$ cat src/bisync_tx_pkg.sv
// Shared constants, selects and types for the synchronous transmit channel
package bisync_tx_pkg;

    // Register selects on the parallel side
    localparam logic [3:0] SEL_CMD       = 4'h0;
    localparam logic [3:0] SEL_INT_CTRL  = 4'h1;
    localparam logic [3:0] SEL_RX_CTRL   = 4'h3;
    localparam logic [3:0] SEL_MODE      = 4'h4;
    localparam logic [3:0] SEL_TX_CTRL   = 4'h5;
    localparam logic [3:0] SEL_SYNC1     = 4'h6;
    localparam logic [3:0] SEL_SYNC2     = 4'h7;
    localparam logic [3:0] SEL_TX_DATA   = 4'h8;

    // Command register fields
    localparam int         CMD_LSB       = 3;
    localparam int         CMD_MSB       = 5;
    localparam int         CRC_CMD_LSB   = 6;
    localparam int         CRC_CMD_MSB   = 7;
    localparam logic [2:0] CMD_RESET_EXT = 3'h2;
    localparam logic [2:0] CMD_CHAN_RST  = 3'h3;
    localparam logic [2:0] CMD_CLR_TX_IP = 3'h5;
    localparam logic [1:0] CRC_CMD_TXCRC = 2'h2;
    localparam logic [1:0] CRC_CMD_EOM   = 2'h3;

    // Interrupt control register bits
    localparam int INT_EXT_EN  = 0;
    localparam int INT_TX_EN   = 1;
    localparam int INT_SAV     = 2;
    localparam int INT_WR_FUNC = 6;
    localparam int INT_WR_EN   = 7;

    // Receive control: auto enables
    localparam int RX_AUTO_EN  = 5;

    // Mode register: 16-bit sync form
    localparam int MODE_SYNC16 = 4;

    // Transmit control register bits
    localparam int TXC_CRC_EN  = 0;
    localparam int TXC_RTS     = 1;
    localparam int TXC_CRC16   = 2;
    localparam int TXC_TX_EN   = 3;
    localparam int TXC_BREAK   = 4;
    localparam int TXC_LEN_LSB = 5;
    localparam int TXC_LEN_MSB = 6;

    // Character lengths and fill sizes
    localparam logic [4:0] BITS_5  = 5'h05;
    localparam logic [4:0] BITS_6  = 5'h06;
    localparam logic [4:0] BITS_7  = 5'h07;
    localparam logic [4:0] BITS_8  = 5'h08;
    localparam logic [4:0] BITS_16 = 5'h10;
    localparam logic [4:0] BITS_1  = 5'h01;

    // Polynomials and CRC reset value
    localparam logic [15:0] POLY_CRC16 = 16'h8005;
    localparam logic [15:0] POLY_SDLC  = 16'h1021;
    localparam logic [15:0] CRC_INIT   = 16'h0000;

    // Interrupt vector codes
    localparam logic [1:0] VEC_PLAIN = 2'h0;
    localparam logic [1:0] VEC_TX    = 2'h1;
    localparam logic [1:0] VEC_EXT   = 2'h2;

    // Status bundle positions seen by the host
    localparam int ST_BUF_EMPTY = 0;
    localparam int ST_EOM       = 1;
    localparam int ST_CTS       = 2;
    localparam int ST_TX_INT    = 3;
    localparam int ST_EXT_INT   = 4;
    localparam int ST_WAIT      = 5;
    localparam int ST_WIDTH     = 6;

    typedef enum logic [2:0] {TX_MARK, TX_BREAK, TX_DATA, TX_SYNC, TX_CRC} tx_state_t;
    typedef enum logic [1:0] {H_IDLE, H_REQ, H_REL} host_state_t;

    // One serial bit through the CRC register
    function automatic logic [15:0] crc_step(input logic [15:0] crc, input logic bit_in,
                                             input logic [15:0] poly);
        logic fb;
        fb = crc[15] ^ bit_in;
        crc_step = {crc[14:0], 1'b0} ^ (fb ? poly : CRC_INIT);
    endfunction : crc_step

endpackage : bisync_tx_pkg

$ cat src/tx_bus_if.sv
// Parallel-side connection between host loader and transmit channel
`timescale 1ns/10ps
`default_nettype none
interface tx_bus_if;
    logic       wr_req;
    logic [3:0] wr_sel;
    logic [7:0] wr_data;
    logic       wr_ack;
    logic       buf_empty;
    logic       underrun_eom;
    logic       cts_state;
    logic       tx_int;
    logic       ext_int;
    logic       wait_ready;
    logic [1:0] int_vector;

    modport host (output wr_req, output wr_sel, output wr_data, input wr_ack,
                  input buf_empty, input underrun_eom, input cts_state, input tx_int,
                  input ext_int, input wait_ready, input int_vector);
    modport device (input wr_req, input wr_sel, input wr_data, output wr_ack,
                    output buf_empty, output underrun_eom, output cts_state, output tx_int,
                    output ext_int, output wait_ready, output int_vector);
endinterface : tx_bus_if
`default_nettype wire

$ cat src/bisync_tx_device.sv
// Synchronous transmit channel clocked by the x1 transmit clock
`timescale 1ns/10ps
`default_nettype none
// Overview of operation
// Mode register written before other control registers
// CRC-16 or SDLC polynomial, shared selection
// CRC cleared to zeros on reset
// Reset-transmit-CRC command clears the accumulator
// Auto enables: transmit only while clear-to-send
// Line marks after reset and while disabled
// Break spaces line at once, discards characters
// Idle enabled transmitter sends sync continuously
// Transmit interrupt on buffer full-to-empty
// Write or clear command drops transmit interrupt
// Wait stalls CPU; ready requests DMA
// Underrun when shifter empties with no data
// Latch set after reset; fill syncs skip CRC
// Cleared latch: send CRC, then sync, set latch
// External interrupt when latch becomes set
// Sync-fill interrupt after first sync loaded
// Buffer-empty clear while CRC sent, then interrupt
// CRC enable sampled as character is loaded
// Transparent underrun sends both sync registers
// Disable finishes character or CRC, then marks
// Least-significant bit first, right-justified
// External interrupt on CRC, sync, CTS change
// Mark is one, space is zero, x1 clock
module bisync_tx_device
    import bisync_tx_pkg::*;
(
    // Link clock and reset
    input  wire logic i_tx_clock,
    input  wire logic i_sys_rst,
    // Serial line
    input  wire logic i_clear_to_send_n,
    output logic      o_tx_data,
    output logic      o_request_to_send_n,
    // Parallel side
    tx_bus_if.device  bus
);
    logic       rst_s1, rst_s2;
    logic       req_s1, req_s2, req_s3;
    logic       cts_s1, cts_s2, cts_s3;
    logic       ack_ff;
    logic [7:0] int_ctrl_ff, rx_ctrl_ff, mode_ff, tx_ctrl_ff, sync1_ff, sync2_ff;
    logic [7:0] buf_ff;
    logic       buf_full_ff, nxt_buf_full;
    tx_state_t  state_ff, nxt_state;
    logic [15:0] shift_ff, nxt_shift;
    logic [4:0] bits_ff, nxt_bits;
    logic       crc_inc_ff, nxt_crc_inc;
    logic [15:0] crc_ff;
    logic       eom_ff, nxt_eom;
    logic       tx_pend_ff, ext_pend_ff;
    logic       empty_evt, ext_evt;
    logic       txd_ff, rts_n_ff;
    logic       st_empty_ff, st_eom_ff, st_cts_ff, tx_int_ff, ext_int_ff, wait_ff;
    logic [1:0] vec_ff;

    function automatic logic [4:0] char_bits(input logic [1:0] code);
        case (code)
            2'h0:    char_bits = BITS_5;
            2'h1:    char_bits = BITS_7;
            2'h2:    char_bits = BITS_6;
            default: char_bits = BITS_8;
        endcase
    endfunction : char_bits

    // Write decode
    wire        wr_stb    = req_s2 && !req_s3;
    wire [2:0]  cmd       = bus.wr_data[CMD_MSB:CMD_LSB];
    wire [1:0]  crc_cmd   = bus.wr_data[CRC_CMD_MSB:CRC_CMD_LSB];
    wire        wr_cmd    = wr_stb && (bus.wr_sel == SEL_CMD);
    wire        wr_buf    = wr_stb && (bus.wr_sel == SEL_TX_DATA);
    wire        chan_rst  = rst_s2 || (wr_cmd && cmd == CMD_CHAN_RST);
    wire        clr_txip  = wr_cmd && cmd == CMD_CLR_TX_IP;
    wire        clr_ext   = wr_cmd && cmd == CMD_RESET_EXT;
    wire        clr_eom   = wr_cmd && crc_cmd == CRC_CMD_EOM;
    wire        clr_crc   = wr_cmd && crc_cmd == CRC_CMD_TXCRC;
    wire        cts       = cts_s2;
    wire        tx_go     = tx_ctrl_ff[TXC_TX_EN] && (!rx_ctrl_ff[RX_AUTO_EN] || cts);
    wire        brk       = tx_ctrl_ff[TXC_BREAK];
    wire        boundary  = (state_ff == TX_MARK) || (state_ff == TX_BREAK) || (bits_ff == BITS_1);
    wire        sync16    = mode_ff[MODE_SYNC16];
    wire [15:0] poly      = tx_ctrl_ff[TXC_CRC16] ? POLY_CRC16 : POLY_SDLC;
    wire [15:0] sync_word = sync16 ? {sync2_ff, sync1_ff} : {8'h00, sync1_ff};
    wire        cts_chg   = cts_s2 ^ cts_s3;

    always_comb begin
        nxt_state    = state_ff;
        nxt_shift    = {1'b0, shift_ff[15:1]};
        nxt_bits     = (bits_ff == 5'h00) ? bits_ff : bits_ff - BITS_1;
        nxt_crc_inc  = crc_inc_ff;
        nxt_buf_full = buf_full_ff;
        nxt_eom      = clr_eom ? 1'b0 : eom_ff;
        empty_evt    = 1'b0;
        ext_evt      = 1'b0;
        if (brk) begin
            nxt_state    = TX_BREAK;
            nxt_bits     = 5'h00;
            nxt_buf_full = 1'b0;
        end else if (boundary) begin
            if (!tx_go) begin
                nxt_state = TX_MARK;
                nxt_bits  = 5'h00;
            end else if (buf_full_ff) begin
                nxt_state    = TX_DATA;
                nxt_shift    = {8'h00, buf_ff};
                nxt_bits     = char_bits(tx_ctrl_ff[TXC_LEN_MSB:TXC_LEN_LSB]);
                nxt_crc_inc  = tx_ctrl_ff[TXC_CRC_EN];
                nxt_buf_full = 1'b0;
                empty_evt    = 1'b1;
            end else if (!eom_ff) begin
                nxt_state = TX_CRC;
                nxt_shift = crc_ff;
                nxt_bits  = BITS_16;
                nxt_eom   = 1'b1;
                ext_evt   = 1'b1;
            end else begin
                nxt_state   = TX_SYNC;
                nxt_shift   = sync_word;
                nxt_bits    = sync16 ? BITS_16 : BITS_8;
                nxt_crc_inc = 1'b0;
                ext_evt     = (state_ff != TX_SYNC);
                empty_evt   = (state_ff == TX_CRC);
            end
        end
        if (wr_buf && !brk)
            nxt_buf_full = 1'b1;
    end

    // Crossings into the link domain
    always_ff @(posedge i_tx_clock) begin
        rst_s1 <= i_sys_rst;
        rst_s2 <= rst_s1;
        req_s1 <= bus.wr_req;
        req_s2 <= req_s1;
        req_s3 <= req_s2;
        cts_s1 <= !i_clear_to_send_n;
        cts_s2 <= cts_s1;
        cts_s3 <= cts_s2;
    end

    // Control registers
    always_ff @(posedge i_tx_clock) begin
        if (chan_rst) begin
            int_ctrl_ff <= 8'h00;
            rx_ctrl_ff  <= 8'h00;
            mode_ff     <= 8'h00;
            tx_ctrl_ff  <= 8'h00;
            sync1_ff    <= 8'h00;
            sync2_ff    <= 8'h00;
            buf_ff      <= 8'h00;
        end else if (wr_stb) begin
            if (bus.wr_sel == SEL_INT_CTRL) int_ctrl_ff <= bus.wr_data;
            if (bus.wr_sel == SEL_RX_CTRL)  rx_ctrl_ff  <= bus.wr_data;
            if (bus.wr_sel == SEL_MODE)     mode_ff     <= bus.wr_data;
            if (bus.wr_sel == SEL_TX_CTRL)  tx_ctrl_ff  <= bus.wr_data;
            if (bus.wr_sel == SEL_SYNC1)    sync1_ff    <= bus.wr_data;
            if (bus.wr_sel == SEL_SYNC2)    sync2_ff    <= bus.wr_data;
            if (bus.wr_sel == SEL_TX_DATA)  buf_ff      <= bus.wr_data;
        end
    end

    // Transmitter and CRC
    always_ff @(posedge i_tx_clock) begin
        if (chan_rst) begin
            state_ff    <= TX_MARK;
            shift_ff    <= 16'h0000;
            bits_ff     <= 5'h00;
            crc_inc_ff  <= 1'b0;
            buf_full_ff <= 1'b0;
            eom_ff      <= 1'b1;
            crc_ff      <= CRC_INIT;
            txd_ff      <= 1'b1;
        end else begin
            state_ff    <= nxt_state;
            shift_ff    <= nxt_shift;
            bits_ff     <= nxt_bits;
            crc_inc_ff  <= nxt_crc_inc;
            buf_full_ff <= nxt_buf_full;
            eom_ff      <= nxt_eom;
            if (clr_crc)
                crc_ff <= CRC_INIT;
            else if (state_ff == TX_DATA && crc_inc_ff)
                crc_ff <= crc_step(crc_ff, shift_ff[0], poly);
            txd_ff <= (nxt_state == TX_BREAK) ? 1'b0 :
                      (nxt_state == TX_MARK)  ? 1'b1 : nxt_shift[0];
        end
    end

    // Interrupt pendings: a new event wins over a clear in the same cycle
    always_ff @(posedge i_tx_clock) begin
        if (chan_rst) begin
            tx_pend_ff  <= 1'b0;
            ext_pend_ff <= 1'b0;
        end else begin
            tx_pend_ff  <= empty_evt || (tx_pend_ff && !clr_txip && !wr_buf);
            ext_pend_ff <= ext_evt || cts_chg || (ext_pend_ff && !clr_ext);
        end
    end

    // Registered outputs toward the host and the line
    always_ff @(posedge i_tx_clock) begin
        if (chan_rst) begin
            ack_ff      <= 1'b0;
            rts_n_ff    <= 1'b1;
            st_empty_ff <= 1'b1;
            st_eom_ff   <= 1'b1;
            st_cts_ff   <= 1'b0;
            tx_int_ff   <= 1'b0;
            ext_int_ff  <= 1'b0;
            wait_ff     <= 1'b0;
            vec_ff      <= VEC_PLAIN;
        end else begin
            ack_ff      <= req_s2;
            rts_n_ff    <= !tx_ctrl_ff[TXC_RTS];
            st_empty_ff <= !nxt_buf_full && (nxt_state != TX_CRC);
            st_eom_ff   <= nxt_eom;
            st_cts_ff   <= cts;
            tx_int_ff   <= tx_pend_ff && int_ctrl_ff[INT_TX_EN];
            ext_int_ff  <= ext_pend_ff && int_ctrl_ff[INT_EXT_EN];
            wait_ff     <= int_ctrl_ff[INT_WR_EN] &&
                           (int_ctrl_ff[INT_WR_FUNC] ? !nxt_buf_full : nxt_buf_full);
            vec_ff      <= !int_ctrl_ff[INT_SAV] ? VEC_PLAIN :
                           (ext_pend_ff && int_ctrl_ff[INT_EXT_EN]) ? VEC_EXT : VEC_TX;
        end
    end

    assign o_tx_data           = txd_ff;
    assign o_request_to_send_n = rts_n_ff;
    assign bus.wr_ack          = ack_ff;
    assign bus.buf_empty       = st_empty_ff;
    assign bus.underrun_eom    = st_eom_ff;
    assign bus.cts_state       = st_cts_ff;
    assign bus.tx_int          = tx_int_ff;
    assign bus.ext_int         = ext_int_ff;
    assign bus.wait_ready      = wait_ff;
    assign bus.int_vector      = vec_ff;
endmodule : bisync_tx_device
`default_nettype wire

$ cat src/flat_wrapper.sv
// flat-port wrapper written by rule: the top's interface ports become plain ports
module bisync_tx_device_flat import bisync_tx_pkg::*;
  (i_tx_clock, i_sys_rst, i_clear_to_send_n, o_tx_data, o_request_to_send_n, bus_wr_req, bus_wr_sel, bus_wr_data, bus_wr_ack, bus_buf_empty, bus_underrun_eom, bus_cts_state, bus_tx_int, bus_ext_int, bus_wait_ready, bus_int_vector);
  tx_bus_if bus_i ();
  input  wire logic i_tx_clock;
  input  wire logic i_sys_rst;
  input  wire logic i_clear_to_send_n;
  output logic o_tx_data;
  output logic o_request_to_send_n;
  input wire logic [$bits(bus_i.wr_req)-1:0] bus_wr_req;
  input wire logic [$bits(bus_i.wr_sel)-1:0] bus_wr_sel;
  input wire logic [$bits(bus_i.wr_data)-1:0] bus_wr_data;
  output wire logic [$bits(bus_i.wr_ack)-1:0] bus_wr_ack;
  output wire logic [$bits(bus_i.buf_empty)-1:0] bus_buf_empty;
  output wire logic [$bits(bus_i.underrun_eom)-1:0] bus_underrun_eom;
  output wire logic [$bits(bus_i.cts_state)-1:0] bus_cts_state;
  output wire logic [$bits(bus_i.tx_int)-1:0] bus_tx_int;
  output wire logic [$bits(bus_i.ext_int)-1:0] bus_ext_int;
  output wire logic [$bits(bus_i.wait_ready)-1:0] bus_wait_ready;
  output wire logic [$bits(bus_i.int_vector)-1:0] bus_int_vector;
  assign bus_i.wr_req = bus_wr_req;
  assign bus_i.wr_sel = bus_wr_sel;
  assign bus_i.wr_data = bus_wr_data;
  assign bus_wr_ack = bus_i.wr_ack;
  assign bus_buf_empty = bus_i.buf_empty;
  assign bus_underrun_eom = bus_i.underrun_eom;
  assign bus_cts_state = bus_i.cts_state;
  assign bus_tx_int = bus_i.tx_int;
  assign bus_ext_int = bus_i.ext_int;
  assign bus_wait_ready = bus_i.wait_ready;
  assign bus_int_vector = bus_i.int_vector;
  bisync_tx_device u_core (.i_tx_clock(i_tx_clock), .i_sys_rst(i_sys_rst), .i_clear_to_send_n(i_clear_to_send_n), .o_tx_data(o_tx_data), .o_request_to_send_n(o_request_to_send_n), .bus(bus_i));
endmodule
$ cat config.mk
export PLATFORM = sky130hd
export DESIGN_NAME = bisync_tx_device_flat
export DESIGN_NICKNAME = d
export VERILOG_FILES = /design/src/bisync_tx_pkg.sv /design/src/tx_bus_if.sv /design/src/bisync_tx_device.sv /design/src/flat_wrapper.sv
export SDC_FILE = /design/constraint.sdc
export NUM_CORES = 1
export LEC_CHECK = 0
export BUFFER_PORTS_ARGS = -buffer_cell sky130_fd_sc_hd__clkbuf_2
export CAP_MARGIN = 5
export CELL_PAD_IN_SITES_DETAIL_PLACEMENT = 0
export CELL_PAD_IN_SITES_GLOBAL_PLACEMENT = 2
export CORE_MARGIN = 2
export CORE_UTILIZATION = 40
export CTS_CLUSTER_DIAMETER = 200
export DETAILED_ROUTE_END_ITERATION = 8
export PLACE_DENSITY_LB_ADDON = 0.15
export SYNTH_ARGS = -nofsm -noshare
export SYNTH_HDL_FRONTEND = slang
export SYNTH_SLANG_ARGS = --single-unit
$ cat constraint.sdc
create_clock -name i_tx_clock -period 2.75 [get_ports i_tx_clock]
set_input_delay 0.4125 -clock i_tx_clock [delete_from_list [all_inputs] [get_ports i_tx_clock]]
set_output_delay 0.4125 -clock i_tx_clock [all_outputs]
set_load 0.01 [all_outputs]
======== Word level (Yosys, flattened, before mapping) ========
Cells that the tools add are included.
storage, ports and cells
  register bits after elaboration ......... 113
  input bits .............................. 16
  word-level logic and storage cells ...... 162
cells by class
  $add $sub $neg .......................... 1
  eq/ne operators ......................... 22
  muxes and demuxes ....................... 46
  bitwise gates (word level) .............. 7
  reductions and logical operators ........ 52
operators with widths
  operator                                             count
  two-way mux 16 bit                                   4
  two-way mux 15 bit                                   4
  two-way mux 5 bit                                    6
  two-way mux 1 bit                                    25
  logical AND 1 bit                                    18
  equality test 4 x 3 -> 1 bit, second input constant  4
  XOR 16 bit                                           1
  two-way mux 3 bit                                    5
  AND reduction 2 bit                                  7
  case mux 4 bit (3 select lines)                      1
  equality test 3 x 2 -> 1 bit, second input constant  3
  logical NOT 1 bit                                    9
  logical OR 1 bit                                     7
  equality test 2 bit, second input constant           3
  equality test 3 x 1 -> 1 bit, second input constant  2
  equality test 3 bit, second input constant           2
  logical NOT 3 bit                                    2
  OR reduction 2 bit                                   3
  equality test 5 x 1 -> 1 bit, second input constant  1
  logical NOT 5 bit                                    1
  OR reduction 5 bit                                   1
  subtractor 5 x 1 -> 5 bit, second input constant     1
  equality test 4 x 1 -> 1 bit, second input constant  1
  equality test 4 x 2 -> 1 bit, second input constant  1
  other kinds (12)                                     16

======== Depth between registers and ports, before layout ========
  word-level depth ........................ 10
  depth in mapped cells ................... 8
  mapped depth without buffers ............ 6

======== Worst setup path after synthesis ========
OpenSTA, ideal clock, no wires.
  kind .................................... flip-flop to flip-flop
  start point ............................. register u_core.bits_ff[1]
  end point ............................... register u_core.crc_inc_ff
  setup time .............................. 70 ps
  data arrival time ....................... 1766 ps
  slack ................................... 914 ps
  cell stages (with the launch flop) ...... 9
  path buffers ............................ 2
  clock period less this slack ............ 1836 ps
  cells stage by stage .................... dfxtp_1 inv_1 ha_1 or4b_1 buf_6 a2111oi_4 buf_6 nand3_1 a21oi_1
between the ends
  cells in the longest elaborated chain, start to end .. 3
RTL lines
  element                               line                     source
  from (decl)                           bisync_tx_device.sv:50   logic [4:0] bits_ff, nxt_bits;
  from (signal assigned)                bisync_tx_device.sv:179  bits_ff <= nxt_bits;
  equality test 5 x 1 -> 1 bit          bisync_tx_device.sv:83   wire boundary = (state_ff == TX_MARK) || (state_ff == TX_BREAK) || (bits_ff == BITS_1);
  logical OR 1 bit                      bisync_tx_device.sv:83
  AND reduction 4 bit (no source line)  n/a
  to (signal assigned)                  bisync_tx_device.sv:180  crc_inc_ff <= nxt_crc_inc;
  to (decl)                             bisync_tx_device.sv:51   logic crc_inc_ff, nxt_crc_inc;
Every way passes these cells.
A chain may end at the register's enable or synchronous reset.

======== Worst setup path in the final report ========
Ends and elaborated chain as after synthesis.

==> results.md <==
Timing:
- Setup total negative slack on the finished layout was measured at 0 ns.
- Headroom to the max-slew limit came out at 0.465.
- Setup repair after global routing left no endpoint under its margin.
- The final count of negative-setup-slack endpoints is 0.
- The shortest clock period the worst path allows after layout is 2.07 ns.
- Clock skew on the completed layout was measured at 0.00832 ns.
- The final-report max-slew violation count came to 0.
- The fmax is 0.482 GHz.
- The final clock period utilization by the worst path is 0.754.
- The final count of hold timing violations was 0.
- For the pin with the worst max-slew slack, the measured transition is 0.801 ns.

Pwr:
- Of the total power, the share spent switching nets is 0.228.
- Summed over all cells, the static leakage comes to 0.00178 uW.
- Of the total power, the clock network draws 0.387.
- The power dissipated by switching net loads is 593 uW.
- VDD sags by at most 0.000360 V.
- The power per standard cell area is 551 mW/mm2.
- The combinational share of power is 0.041.
- The sequential group share of total power is 0.572.
- Internal power comes to 2010 uW.

Global routing:
- The number of global-route vias before repair was 3176.
- The initial antenna violation count was 0.
- The total congestion overflow is 0.
- The aggregate global-route resource usage is 0.192.
- The first global-routing pass estimated 16900 um of wire.
- Entering global routing, the biggest net connects 61 pins.

Clock tree:
- CTS saw 101 sinks.
- Clock tree synthesis selected as its root buffer the cell sky130_fd_sc_hd__clkbuf_8.
- The maximum level of the CTS H-tree is 3.
- TritonCTS built the clock tree.
- The clock latency on the worst-skew pair is 0.37 ns.
- The TritonCTS buffer count is 9.
- Buffers inserted to repair hold after CTS numbered 0.
- The maximum buffer depth of the clock tree is 2.
- The number of gates resized after CTS was 0.
- After clock tree synthesis, the clock-pin slew on the worst setup and hold paths is 0.09 ns.
- The post-CTS setup repair buffer count is 0.

Yosys:
- Of the post-synthesis cell area, the dominant cell type holds 0.477.
- Summing every instance area after synthesis gives 0.00424 mm2.
- Counting instances in the post-synthesis netlist gives the leading cell types as sky130_fd_sc_hd__dfxtp_1, sky130_fd_sc_hd__nand2_1, sky130_fd_sc_hd__a21oi_1.
- Among all cell types in the netlist, the one instantiated most often is sky130_fd_sc_hd__dfxtp_1.
- The cell accounting for the most synthesized area is sky130_fd_sc_hd__dfxtp_1.
- The number of nets in the synthesized netlist is 511.
- After synthesis, the mean cell area works out to 8.68 um2.
- Of the synthesized area, sequential elements account for 0.477.
- After synthesis, the cell types taking the most area are sky130_fd_sc_hd__dfxtp_1, sky130_fd_sc_hd__mux2i_1, sky130_fd_sc_hd__nand2_1, sky130_fd_sc_hd__a21oi_1, sky130_fd_sc_hd__nor2_1.
- The number of instances in the synthesized netlist is 489.
- The share of synthesized flip-flops with an asynchronous set or reset is 0.
- The number of register bits inferred by synthesis is 101.
- The dominant register cell in the synthesized netlist is sky130_fd_sc_hd__dfxtp_1.
- Yosys mapped the design onto 49 distinct sky130hd cell types.
- In this run, synthesis inferred 0 flip-flops with an integrated enable.
- Yosys printed 0 warnings.

Die:
- In this run the horizontal extent of the chip is 107 um.
- The die covers 0.0114 mm2.
- The die is 107 um tall.
- Pin placement for this block handled 27 I/O pins.
- In this run the standard cell core region covers 0.0103 mm2.
- The initial core utilization is 0.411.
- The initialized floorplan defines 37 standard-cell rows.

Critical path:
- The kind of critical path is reg -> reg.
- The arrival time at the worst endpoint is 2.38 ns.
- The setup slack of the most critical reg-to-reg path is 0.68 ns.
- On the worst path, the slowest cell contributes a delay of 0.62 ns.
- Of all nets on the critical path, the largest fanout is 11.
- The worst setup path is captured at a flop.
- The required arrival time at the worst endpoint is 3.06 ns.
- Walking the worst path, the cells encountered are inv_1 > ha_1 > or4b_1 > a2111oi_4 > buf_4 > nand3_1 > a21oi_1.
- The element type at the critical path start is a flop.
- The largest individual stage delay along the critical path comes from the cell sky130_fd_sc_hd__or4b_1.
- The worst register-to-register path has a depth of 7.

Cells and area:
- The relative area change from synthesis to final layout is 11.3%.
- The number of antenna diodes in the final layout is 0.
- The final layout contains 528 nets.
- The layout filler cell count is 1052.
- Excluding fillers, the count of instances in the completed layout stands at 647.
- In the final layout, the share of cells above drive strength 1 is 0.125.

Place:
- The count of buffers inserted at the top-level ports is 26.
- The placed wire-length estimate after detailed placement is 7280 um.
- The congestion estimate from routability-driven global placement came to 0.819.
- The post-placement cell count is 631.

Detailed routing:
- The detail route stage leaves a number of antenna-violating nets equal to 0.
- After detailed routing, the number of vias per cell comes to 5.23.
- Dividing the detail-routed wire length by the instance count gives 16.4 um.
- Wires add up to 10600 um.
- In the routed design, unresolved DRC markers number 0.
- Summing over every cut layer, the via total after detailed routing is 3385.
- The first detailed-routing pass took 5 iterations.
- The violation count after the first detailed-routing iteration is 186.

Worst hold path:
- Along the worst hold path, the cell count comes to 1.
- The path class of the tightest hold or removal check is in -> reg.

Run status:
- The run finished with clean final reports.

Job:
- The tool flagged a number of max-cap violations equal to 0.
worst max-delay path, delay by kind of cell (launching register included):
family                   cells  cell delay, ns
buffers and inverters        2            0.32
adder cells (fa/ha/maj)      1            0.16
AND/OR/NAND/NOR              2            0.71
AO/OA/AOI/OAI                2            0.49
flip-flops                   1            0.33
power groups by stage:
stage	Sequential (uW)	Clock, uW	Combinational (uW)
after detailed placement	1520	0	107
after floorplan	1520	0	53.7
after global placement	1520	0	107
after global routing	1490	1090	116
final	1490	1010	106
after CTS	1490	1040	107
sequential cells by signal, indices dropped and copies added, names as in the netlist, 2 cells and up:
register,count
u_core.bits_ff,5
u_core.buf_ff,8
u_core.bus.int_vector,2
u_core.crc_ff,16
u_core.int_ctrl_ff,5
u_core.shift_ff,16
u_core.state_ff,3
u_core.sync1_ff,8
u_core.sync2_ff,8
u_core.tx_ctrl_ff,7
stage by stage:
step / hold slack (ns) / total power, uW / util / area [um2] / setup slack (ns)
floorplan: 0.310 / 1570 / - / 4240 / 0.914
global placement: 0.311 / 1630 / 0.437 / 4510 / 0.737
detailed placement: 0.312 / 1630 / 0.437 / 4510 / 0.691
CTS: 0.123 / 2630 / 0.457 / 4720 / 0.675
global route: 0.121 / 2690 / 0.457 / 4720 / 0.506
finish: 0.143 / 2600 / 0.457 / 4720 / 0.676
logic make-up after synthesis:
group,Yosys count,synth area share
AND/OR/NAND/NOR,201,0.225
flip-flops,101,0.477
AO/OA/AOI/OAI,97,0.138
buffers and inverters,40,0.0413
multiplexers,35,0.0829
XOR/XNOR,9,0.0186
adder cells (fa/ha/maj),6,0.0177
placed cells by master, fill, tap and decap left out, types with 6 or more instances in the layout:
cell                         n
sky130_fd_sc_hd__a21oi_1    55
sky130_fd_sc_hd__a31oi_1    10
sky130_fd_sc_hd__buf_4      10
sky130_fd_sc_hd__clkbuf_2   26
sky130_fd_sc_hd__clkbuf_8   12
sky130_fd_sc_hd__dfxtp_1   101
sky130_fd_sc_hd__ha_1        6
sky130_fd_sc_hd__inv_1       9
sky130_fd_sc_hd__mux2i_1    34
sky130_fd_sc_hd__nand2_1    84
sky130_fd_sc_hd__nand3_1    21
sky130_fd_sc_hd__nor2_1     41
sky130_fd_sc_hd__nor2b_1    16
sky130_fd_sc_hd__o21ai_0    12
sky130_fd_sc_hd__or3_1       9
path summary, 6_finish.rpt:
kind	start	endpoint
max	u_core.bits_ff[1]	u_core.crc_inc_ff
min	bus_wr_req	u_core.req_s1
max reg2reg	u_core.bits_ff[1]	u_core.crc_inc_ff
min reg2reg	u_core.cts_s1	u_core.cts
cell type report:
| class | instances | area (um2) | area share |
|---|---|---|---|
| Sequential cell | 101 | 2020 | 0.428 |
| Tap cell | 136 | 170 | 0.0360 |
| Clock inverter | 3 | 42.5 | 0.00901 |
| Inverter | 9 | 33.8 | 0.00716 |
| Clock buffer | 13 | 169 | 0.0358 |
| Multi-Input combinational cell | 348 | 2060 | 0.436 |
| Timing Repair Buffer | 37 | 225 | 0.0477 |
per-layer routing:
layer	global-route usage	share of wire
met5	0	0
met4	0.0677	0.015
met3	0.0328	0.053
met2	0.283	0.43
met1	0.283	0.50
No activity file was read; power rests on OpenSTA's default activity.
